## src/cdc_defs.svh

```systemverilog
/*
 Constants for the condition check, field mask and compact-word decoder.
 Included by the package and the decoder; holds definitions only.
*/
`ifndef CDC_DEFS_SVH
`define CDC_DEFS_SVH

// Condition codes
`define CC_ZSET 4'h0
`define CC_ZCLR 4'h1
`define CC_CSET 4'h2
`define CC_CCLR 4'h3
`define CC_NSET 4'h4
`define CC_NCLR 4'h5
`define CC_VSET 4'h6
`define CC_VCLR 4'h7
`define CC_UABOVE 4'h8
`define CC_UATMOST 4'h9
`define CC_SATLEAST 4'ha
`define CC_SBELOW 4'hb
`define CC_SABOVE 4'hc
`define CC_SATMOST 4'hd
`define CC_ALWAYS 4'he

// Status-register field mask bit positions
`define MASK_FLAGS_BIT 0
`define MASK_STATUS_BIT 1
`define MASK_EXT_BIT 2
`define MASK_CTRL_BIT 3

// Shift type encodings of the second operand
`define SHIFT_LSL 2'h0
`define SHIFT_LSR 2'h1
`define SHIFT_ASR 2'h2
`define SHIFT_ROR 2'h3

// Compact opcodes that compare
`define IMM8_CMP_OP 2'h1
`define HIREG_CMP_OP 2'h1
`define ALU_CMP_OP 4'ha
`define ALU_CMN_OP 4'hb

// Reset values
`define RST_MASK 4'h0
`define RST_WORD 16'h0000

`endif

```

## src/cdc_pkg.sv

```systemverilog
/*
 Types shared by the decoder and its testbench.
 Assumes cdc_defs.svh is reachable on the include path.
*/
`include "cdc_defs.svh"

package cdc_pkg;

   typedef struct packed {
      logic negative;
      logic zero;
      logic carry;
      logic overflow;
   } flags_t;

   typedef struct packed {
      logic ctrlSel;
      logic extSel;
      logic statusSel;
      logic flagsSel;
   } fieldSel_t;

   typedef struct packed {
      logic immediate;
      logic [11:0] bits;
   } op2In_t;

   typedef struct packed {
      logic isImm;
      logic [7:0] imm8;
      logic [3:0] rotate;
      logic [3:0] rm;
      logic [1:0] shiftType;
      logic shiftByReg;
      logic [3:0] rs;
      logic [4:0] shiftAmount;
      logic isRrx;
   } op2Out_t;

   typedef enum logic [4:0] {
      FMT_SHIFT, FMT_ADDSUB, FMT_IMM8, FMT_ALU, FMT_HIREG, FMT_PCLOAD,
      FMT_REGOFF, FMT_SIGNEXT, FMT_IMMOFF, FMT_HALF, FMT_SPREL, FMT_LDADDR,
      FMT_SPADJ, FMT_PUSHPOP, FMT_MULTI, FMT_CONDBR, FMT_SWI, FMT_BRANCH,
      FMT_LONGBL, FMT_UNDEF
   } format_t;

   typedef struct packed {
      logic [3:0] destReg;
      logic [3:0] source_reg_field;
      logic [2:0] base_reg_field;
      logic [2:0] index_reg_field;
      logic [3:0] opcode;
      logic loadBit;
      logic byteBit;
      logic halfBit;
      logic signBit;
      logic first_high_sel;
      logic second_high_sel;
      logic extraReg;
      logic spSubtract;
      logic longHigh;
      logic isCompare;
      logic [7:0] regList;
      logic [10:0] immValue;
   } compactFields_t;

endpackage

```

## src/compact_isa_decode_cond_check.sv

```systemverilog
/*
 Condition check, status field mask, second-operand split and compact-word
 decoder of the core. Every result appears one clock after its input.
 Condition pass and done pulse for one cycle per request; a reserved code
 never passes. Field mask and operand split follow their inputs every cycle.
 Format and fields hold the last decoded word; done and undefined pulse.
 Unused fields read as zero, except the shared register and load fields.
 Long-branch halves are decoded one at a time; execute pairs them.
 Assumes inputs are synchronous to clk and held by fetch for one cycle each,
 that nrst is asserted before the first request, and that execute samples
 the pulses in the cycle they stand.
*/
// Summary of operation
// RQ1 - Single-flag conditions test zero, carry, negative, overflow
// RQ2 - Unsigned above: carry set, zero clear; else at-most
// RQ3 - Signed at-least when negative equals overflow
// RQ4 - Signed above/at-most add zero flag to that
// RQ5 - Always condition passes regardless of flags
// RQ6 - Field suffixes set mask bits zero to three
// RQ7 - Second operand: immediate or shifted register, RRX
// RQ8 - Top 001: move/compare/add/subtract immediate
// RQ9 - Top 010001: high register op or exchange
// RQ10 - 0101 with bit9 set: sign-extended transfers
// RQ11 - Top 011: immediate-offset byte/word transfer
// RQ12 - Top 1000: halfword transfer, five-bit offset
// RQ13 - Top 1001: stack-pointer relative transfer
// RQ14 - Top 10110000: stack pointer adjust, sign bit
// RQ15 - 1011 L10R: push or pop list
// RQ16 - Top 1100: multiple load or store
// RQ17 - Top 1111: one long-branch-with-link half
// RQ18 - Compare any low/high register pairing
// RQ19 - Add signed seven-bit immediate to stack pointer
// RQ20 - Unmatched words flagged undefined
`timescale 1ns/1ps
`default_nettype none
`include "cdc_defs.svh"

module compact_isa_decode_cond_check (
   input wire logic clk,
   input wire logic nrst,
   input wire logic condValid,
   input wire logic [3:0] condCode,
   input wire cdc_pkg::flags_t flags,
   input wire cdc_pkg::fieldSel_t fieldSel,
   input wire cdc_pkg::op2In_t op2In,
   input wire logic wordValid,
   input wire logic [15:0] word,
   output logic condDone,
   output logic condPass,
   output logic [3:0] fieldMask,
   output cdc_pkg::op2Out_t op2Out,
   output logic wordDone,
   output cdc_pkg::format_t format,
   output cdc_pkg::compactFields_t fields,
   output logic undefined
);
   import cdc_pkg::*;

   logic condPass_d;
   logic condPass_q;
   logic condDone_q;
   logic [3:0] fieldMask_d;
   logic [3:0] fieldMask_q;
   op2Out_t op2_d;
   op2Out_t op2_q;
   format_t format_d;
   format_t format_q;
   compactFields_t fields_d;
   compactFields_t fields_q;
   logic wordDone_q;
   logic undefined_d;
   logic undefined_q;

   logic signsMatch;
   logic unsignedAbove;

   // Shared terms of the signed and unsigned tests
   assign signsMatch = flags.negative == flags.overflow;
   assign unsignedAbove = flags.carry && !flags.zero;

   // Condition evaluation
   always_comb begin
      case (condCode)
         // RQ1 single-flag tests
         `CC_ZSET: condPass_d = flags.zero;
         `CC_ZCLR: condPass_d = !flags.zero;
         `CC_CSET: condPass_d = flags.carry;
         `CC_CCLR: condPass_d = !flags.carry;
         `CC_NSET: condPass_d = flags.negative;
         `CC_NCLR: condPass_d = !flags.negative;
         `CC_VSET: condPass_d = flags.overflow;
         `CC_VCLR: condPass_d = !flags.overflow;
         // RQ2 unsigned comparisons
         `CC_UABOVE: condPass_d = unsignedAbove;
         `CC_UATMOST: condPass_d = !unsignedAbove;
         // RQ3 signed sign tests
         `CC_SATLEAST: condPass_d = signsMatch;
         `CC_SBELOW: condPass_d = !signsMatch;
         // RQ4 signed with zero
         `CC_SABOVE: condPass_d = !flags.zero && signsMatch;
         `CC_SATMOST: condPass_d = flags.zero || !signsMatch;
         // RQ5 always passes
         `CC_ALWAYS: condPass_d = 1'b1;
         // Reserved code never passes, so it cannot steer execution
         default: condPass_d = 1'b0;
      endcase
   end

   always_ff @(posedge clk or negedge nrst) begin
      if (!nrst) begin
         condDone_q <= 1'b0;
      end else begin
         condDone_q <= condValid;
      end
   end

   // Pass gated by request, so stale flags never show
   always_ff @(posedge clk or negedge nrst) begin
      if (!nrst) begin
         condPass_q <= 1'b0;
      end else begin
         condPass_q <= condValid && condPass_d;
      end
   end

   // RQ6 field mask bits
   always_comb begin
      fieldMask_d = `RST_MASK;
      fieldMask_d[`MASK_FLAGS_BIT] = fieldSel.flagsSel;
      fieldMask_d[`MASK_STATUS_BIT] = fieldSel.statusSel;
      fieldMask_d[`MASK_EXT_BIT] = fieldSel.extSel;
      fieldMask_d[`MASK_CTRL_BIT] = fieldSel.ctrlSel;
   end

   always_ff @(posedge clk or negedge nrst) begin
      if (!nrst) begin
         fieldMask_q <= `RST_MASK;
      end else begin
         fieldMask_q <= fieldMask_d;
      end
   end

   // RQ7 second operand split
   always_comb begin
      op2_d = '0;
      op2_d.isImm = op2In.immediate;
      if (op2In.immediate) begin
         op2_d.rotate = op2In.bits[11:8];
         op2_d.imm8 = op2In.bits[7:0];
      end else begin
         op2_d.rm = op2In.bits[3:0];
         op2_d.shiftType = op2In.bits[6:5];
         op2_d.shiftByReg = op2In.bits[4];
         if (op2In.bits[4]) begin
            op2_d.rs = op2In.bits[11:8];
         end else begin
            op2_d.shiftAmount = op2In.bits[11:7];
            // Rotate by zero immediate means one-bit extended rotate
            op2_d.isRrx = (op2In.bits[6:5] == `SHIFT_ROR) && (op2In.bits[11:7] == 5'h00);
         end
      end
   end

   always_ff @(posedge clk or negedge nrst) begin
      if (!nrst) begin
         op2_q <= '0;
      end else begin
         op2_q <= op2_d;
      end
   end

   // Compact word classification and field extraction
   always_comb begin
      fields_d = '0;
      format_d = FMT_UNDEF;
      fields_d.destReg = {1'b0, word[2:0]};
      fields_d.source_reg_field = {1'b0, word[5:3]};
      fields_d.base_reg_field = word[5:3];
      fields_d.loadBit = word[11];
      case (word[15:13])
         3'h0: begin
            if (word[12:11] == 2'h3) begin
               format_d = FMT_ADDSUB;
               fields_d.opcode = {3'h0, word[9]};
               fields_d.immValue = {8'h00, word[8:6]};
            end else begin
               format_d = FMT_SHIFT;
               fields_d.opcode = {2'h0, word[12:11]};
               fields_d.immValue = {6'h00, word[10:6]};
            end
         end
         // RQ8 immediate move, compare, add, subtract
         3'h1: begin
            format_d = FMT_IMM8;
            fields_d.opcode = {2'h0, word[12:11]};
            fields_d.destReg = {1'b0, word[10:8]};
            fields_d.immValue = {3'h0, word[7:0]};
            fields_d.isCompare = word[12:11] == `IMM8_CMP_OP;
         end
         3'h2: begin
            if (word[12:10] == 3'h0) begin
               format_d = FMT_ALU;
               fields_d.opcode = word[9:6];
               fields_d.isCompare = (word[9:6] == `ALU_CMP_OP) || (word[9:6] == `ALU_CMN_OP);
            end else if (word[12:10] == 3'h1) begin
               // RQ9 high registers reach r8 to r15
               format_d = FMT_HIREG;
               fields_d.opcode = {2'h0, word[9:8]};
               fields_d.first_high_sel = word[7];
               fields_d.second_high_sel = word[6];
               fields_d.destReg = {word[7], word[2:0]};
               fields_d.source_reg_field = {word[6], word[5:3]};
               // RQ18 compare any register pairing
               fields_d.isCompare = word[9:8] == `HIREG_CMP_OP;
            end else if (word[12:11] == 2'h1) begin
               format_d = FMT_PCLOAD;
               fields_d.destReg = {1'b0, word[10:8]};
               fields_d.immValue = {3'h0, word[7:0]};
            end else if (!word[9]) begin
               format_d = FMT_REGOFF;
               fields_d.byteBit = word[10];
               fields_d.index_reg_field = word[8:6];
            end else begin
               // RQ10 sign-extended byte or halfword
               format_d = FMT_SIGNEXT;
               fields_d.halfBit = word[11];
               fields_d.signBit = word[10];
               fields_d.loadBit = word[11] || word[10];
               fields_d.index_reg_field = word[8:6];
            end
         end
         // RQ11 immediate offset transfer
         3'h3: begin
            format_d = FMT_IMMOFF;
            fields_d.byteBit = word[12];
            fields_d.immValue = {6'h00, word[10:6]};
         end
         3'h4: begin
            if (!word[12]) begin
               // RQ12 halfword transfer
               format_d = FMT_HALF;
               fields_d.immValue = {6'h00, word[10:6]};
            end else begin
               // RQ13 stack-relative transfer
               format_d = FMT_SPREL;
               fields_d.destReg = {1'b0, word[10:8]};
               fields_d.immValue = {3'h0, word[7:0]};
            end
         end
         3'h5: begin
            if (!word[12]) begin
               format_d = FMT_LDADDR;
               fields_d.extraReg = word[11];
               fields_d.destReg = {1'b0, word[10:8]};
               fields_d.immValue = {3'h0, word[7:0]};
            end else if (word[11:8] == 4'h0) begin
               // RQ14 RQ19 stack pointer adjust
               format_d = FMT_SPADJ;
               fields_d.spSubtract = word[7];
               fields_d.immValue = {4'h0, word[6:0]};
            end else if (word[10:9] == 2'h2) begin
               // RQ15 push or pop
               format_d = FMT_PUSHPOP;
               fields_d.extraReg = word[8];
               fields_d.regList = word[7:0];
            end
         end
         3'h6: begin
            if (!word[12]) begin
               // RQ16 multiple transfer
               format_d = FMT_MULTI;
               fields_d.base_reg_field = word[10:8];
               fields_d.regList = word[7:0];
            end else if (word[11:8] == 4'hf) begin
               format_d = FMT_SWI;
               fields_d.immValue = {3'h0, word[7:0]};
            end else if (word[11:8] != `CC_ALWAYS) begin
               format_d = FMT_CONDBR;
               fields_d.opcode = word[11:8];
               fields_d.immValue = {3'h0, word[7:0]};
            end
         end
         default: begin
            if (!word[12] && !word[11]) begin
               format_d = FMT_BRANCH;
               fields_d.immValue = word[10:0];
            end else if (word[12]) begin
               // RQ17 long branch half
               format_d = FMT_LONGBL;
               fields_d.longHigh = word[11];
               fields_d.immValue = word[10:0];
            end
         end
      endcase
   end

   always_ff @(posedge clk or negedge nrst) begin
      if (!nrst) begin
         wordDone_q <= 1'b0;
      end else begin
         wordDone_q <= wordValid;
      end
   end

   // Hold last result so execute may sample late
   always_ff @(posedge clk or negedge nrst) begin
      if (!nrst) begin
         format_q <= FMT_UNDEF;
      end else if (wordValid) begin
         format_q <= format_d;
      end
   end

   always_ff @(posedge clk or negedge nrst) begin
      if (!nrst) begin
         fields_q <= '0;
      end else if (wordValid) begin
         fields_q <= fields_d;
      end
   end

   // Own flop, so the pin carries no gate after a register
   // RQ20 unmatched word flag
   assign undefined_d = wordValid && (format_d == FMT_UNDEF);

   always_ff @(posedge clk or negedge nrst) begin
      if (!nrst) begin
         undefined_q <= 1'b0;
      end else begin
         undefined_q <= undefined_d;
      end
   end

   assign condDone = condDone_q;
   assign condPass = condPass_q;
   assign fieldMask = fieldMask_q;
   assign op2Out = op2_q;
   assign wordDone = wordDone_q;
   assign format = format_q;
   assign fields = fields_q;
   assign undefined = undefined_q;

endmodule // compact_isa_decode_cond_check
`default_nettype wire

```

## config.mk

```make
export PLATFORM = sky130hd
export DESIGN_NAME = compact_isa_decode_cond_check
export DESIGN_NICKNAME = d
export VERILOG_FILES = /design/src/cdc_pkg.sv /design/src/compact_isa_decode_cond_check.sv
export VERILOG_INCLUDE_DIRS = /design/src
export SDC_FILE = /design/constraint.sdc
export NUM_CORES = 1
export LEC_CHECK = 0
export BUFFER_PORTS_ARGS = -buffer_cell sky130_fd_sc_hd__buf_2
export CORE_MARGIN = 8
export CORE_UTILIZATION = 46
export DETAILED_ROUTE_END_ITERATION = 10
export GPL_ROUTABILITY_DRIVEN = 1
export GPL_TIMING_DRIVEN = 0
export PLACE_DENSITY = 0.76
export SLEW_MARGIN = 10
export SYNTH_ARGS = -nofsm -noshare
export SYNTH_HDL_FRONTEND = slang
export SYNTH_SLANG_ARGS = --single-unit
```

## constraint.sdc

```tcl
create_clock -name clk -period 0.8 [get_ports clk]
set_input_delay 0.04 -clock clk [delete_from_list [all_inputs] [get_ports clk]]
set_output_delay 0.04 -clock clk [all_outputs]
set_load 0.03 [all_outputs]
```

==> impl_summary.log <==
[metrics] total length of routed wires: 20.6 mm
[metrics] part of the Yosys area used for sequential elements: 53.9%
[metrics] GRT Resource Usage Total: 26.7%
[metrics] clock insertion delay at the later pin of the skew report: 0.38 ns
[metrics] stage delay of the slowest cell on the critical path: 0.44 ns
[metrics] worst setup path startpoint: fields[42]
[metrics] number of cells on the worst reg-to-reg path: 3
[metrics] Max Clock Skew: 0 ns
[metrics] die height: 111 um
[metrics] final-stage net count: 699
[metrics] Detail Route Antenna Nets: 0
[metrics] endpoint of the lowest-slack register-to-register path: fields[1]
[metrics] leakage power of the design: 0.00356 uW
[metrics] total number of vias: 4812
[metrics] Crit path arrival time: 1.08 ns
[metrics] most used cells in the layout excluding fill and tap cells: buf_6, dfrtp_1, buf_4
[metrics] clock tree from TritonCTS: yes
[metrics] wire per inst: 26.9 um
[metrics] floorplan core area: 8720 um^2
[metrics] crit path capture type: primary output
[metrics] number of max-slew violations in the final report: 0
[metrics] portion of synthesized cell area occupied by the leading cell type: 52.0%
[metrics] fraction of power consumed by sequential logic: 39.4%
[metrics] Worst Setup Path Type: reg -> out
[metrics] failing checks: negative hold slack, negative setup slack
[metrics] end of the critical path: fields[42]
[metrics] final RePlAce weighted congestion: 0.950
[metrics] Sw Share: 33.5%
[metrics] max_cap viols: 0
[metrics] number of buffers added on ports: 134
[metrics] area of the die: 12300 um^2
[metrics] Top FF cell, synth: dfrtp_1
[metrics] number of cells in the design after placement: 645
[metrics] worst-path cell chain: buf_6 > buf_6
[metrics] Initial Utilization: 47.4%
[metrics] ratio of final minimum period to clock period: 140%
[metrics] post-detailed-route via-to-cell ratio: 6.27
[metrics] dominant cell type by area after synthesis: dfrtp_1
[metrics] share of final-layout standard cells stronger than drive strength 1: 57.8%
[metrics] largest cells by area after synthesis: dfrtp_1, o2bb2ai_1, and2_1, nand2_1, a21oi_1
[metrics] Net Sw Power: 4220 uW
[metrics] status: finished, violations left
[metrics] mean cell area of the mapped netlist: 10.3 um^2
[metrics] maximum buffer depth of the clock tree: 2
[metrics] combinational cell fraction of total power: 29.7%
[metrics] Fmax achieved: 892 MHz
[metrics] Post-Syn Area: 4140 um^2
[metrics] depth of the CTS H-tree: 3
[metrics] Gate Count Post-Synth: 402
[metrics] Final Instance Count excl. Fillers: 767
[metrics] initial antenna violation count: 0
[metrics] internal power contribution: 8390 uW
[metrics] detailed router's first-iteration violation count: 382
[metrics] final hold violations: 54
[metrics] class of the tightest hold or removal check: in -> async
[metrics] final critical path time including I/O delays and setup: 1.12 ns
[metrics] distinct cell type count after synthesis: 59
[metrics] clock sink count: 89
[metrics] Req. time, crit path: 0.76 ns
[metrics] x dimension of the die: 111 um
[metrics] Detailed Routing Iterations Pass 1: 6
[metrics] number of rows created at floorplan: 34
[metrics] crit path setup slack, layout: -0.322 ns
[metrics] Inserted Clock Buffers: 9
[metrics] Area growth, synth to finish: 87.7%
[metrics] global-route wire length before repair: 26.1 mm
[metrics] number of primary I/O pins: 135
[metrics] IR Drop Worst-Case VDD: 1210 uV
[metrics] # setup viols final: 143
[metrics] clock input transition at the sequential cells of the worst setup and hold paths: 0.11 ns
[metrics] final core utilization: 89.1%
[metrics] layout filler cell count: 337
[metrics] Clk pwr share: 30.9%
[metrics] GR Overflow Total: 0
[metrics] vias in the first global route: 4643
[metrics] r2r startpoint: fields[1]
[metrics] P per Cell Area: 1620 nW/um^2
[metrics] Overall Power: 12600 uW
[metrics] remaining max-slew budget at the tightest pin: 61.9%
[metrics] Crit path top cell by count: buf_6
[metrics] setup slack of the worst register-to-register path: -0.15 ns
[metrics] cell at the root of the clock tree: clkbuf_8
[metrics] remaining design rule violation count: 0
[metrics] detailed placement HPWL: 10.4 mm
[metrics] worst slew pin tran: 0.567 ns
[metrics] kind of start point of the critical path: flop
[metrics] diode count: 0
[metrics] asr flop ratio synth: 100%
[metrics] worst-case hold slack: -0.408 ns
[metrics] setup repair after global routing missed its margin: yes
[metrics] Worst Path Max Fanout: 3
[metrics] total number of yosys warnings: 0
[metrics] Seq cells post-synth: 89
[metrics] maximum number of pins on one net before global-route repair: 59
[metrics] commonest non-fill, non-tap cell in the layout: buf_6
[metrics] number of enable flip-flop cells after synthesis: 0
[metrics] Syn Nets: 447
[metrics] master of the slowest instance on the critical path: dfrtp_1
==> cell type report <==
cell class	count	area [um^2]	area share (%)
buffer	25	255	3.29
tap	108	135	1.74
clock buffer	10	138	1.77
timing repair buffer	244	2440	31.4
multi-input combinational	270	2400	30.9
sequential	89	2230	28.8
inverter	15	60.1	0.773
clock inverter	6	105	1.35
==> worst min-delay path by stage <==
stage / startpoint / end
finish: nrst / op2Out[4]
global route: nrst / op2Out[5]
CTS: nrst / op2Out[5]
detailed placement: nrst / op2Out[4]
global placement: fieldSel[3] / fieldMask[3]
floorplan: nrst / condDone
==> cells by family (layout without fill, tap and decap cells) <==
| logic type | after synthesis | count (layout) | share of synthesized area, % |
|---|---|---|---|
| and+or+nand+nor | 148 | 148 | 19.0 |
| AOI/OAI and AO/OA | 111 | 111 | 19.2 |
| DFF | 89 | 89 | 53.9 |
| buffers and inverters | 43 | 300 | 5.14 |
| muxes | 9 | 9 | 2.33 |
| xor gates and xnor gates | 2 | 2 | 0.423 |
==> registers in the layout, indices dropped and copies added (netlist names) <==
signal and flops:
condDone 1, condPass 1, wordDone 1, fields 46, op2Out 30, fieldMask 4
undefined 1, format 5
==> what timing repair did <==
action / CTS / global route
pin swaps: 33 / 33
endpoints found under the setup margin: 124 / 150
resized for setup: 277 / 103
cloned: 4 / 2
hold buffers: 26 / 1
hold endpoints to repair: 79 / 34
buffers inserted: 56 / 26
==> critical path, delay by kind of cell, from the launching register on <==
kind	cells	cell delay, ns
flip-flops	1	0.44
buffers and inverters	2	0.27
==> through the flow <==
stage               TNS, ns  worst slack [ns]  hold slack [ns]  cell area, um^2
global placement    -114.19             -1.14            0.148             5140
finish               -20.70            -0.322           -0.408             7770
floorplan             -5.07            -0.280           -0.256             4330
CTS                  -17.10            -0.305           -0.392             7160
detailed placement   -28.38            -0.825           0.0104             5170
global route         -22.80            -0.337           -0.382             7770
==> layer usage <==
layer	part of all wire (%)	global-route usage, %	up-vias
met3	12	9.25	115
met5	0	0	-
met1	34	31.1	2331
met2	49	43.1	426
met4	5.4	12.7	0
li1	-	-	1940
==> synth_stat cells (all sizes together) (3+ instances only) <==
| master | count |
|---|---|
| a21boi | 4 |
| a21oi | 25 |
| a221oi | 6 |
| a22o | 6 |
| and2 | 22 |
| and3 | 3 |
| buf | 20 |
| clkbuf | 8 |
| dfrtp | 86 |
| dfstp | 3 |
| inv | 15 |
| mux2 | 5 |
| mux2i | 4 |
| nand2 | 37 |
| nand2b | 10 |
| nand3 | 10 |
| nand4 | 4 |
| nor2 | 33 |
| nor2b | 13 |
| nor3 | 4 |
| nor4 | 3 |
| o21ai | 21 |
| o22ai | 6 |
| o2bb2ai | 22 |
| o31ai | 4 |
==> power groups by stage <==
stage	logic, uW	clock network [uW]	registers, uW
2_1_floorplan	867	0	5500
3_3_place_gp	2230	0	4950
3_5_place_dp	2260	0	4960
4_1_cts	3210	3760	4940
5_1_grt	3870	4000	4990
6_report	3740	3890	4970
Note: power is estimated with default switching activity, not from simulation.
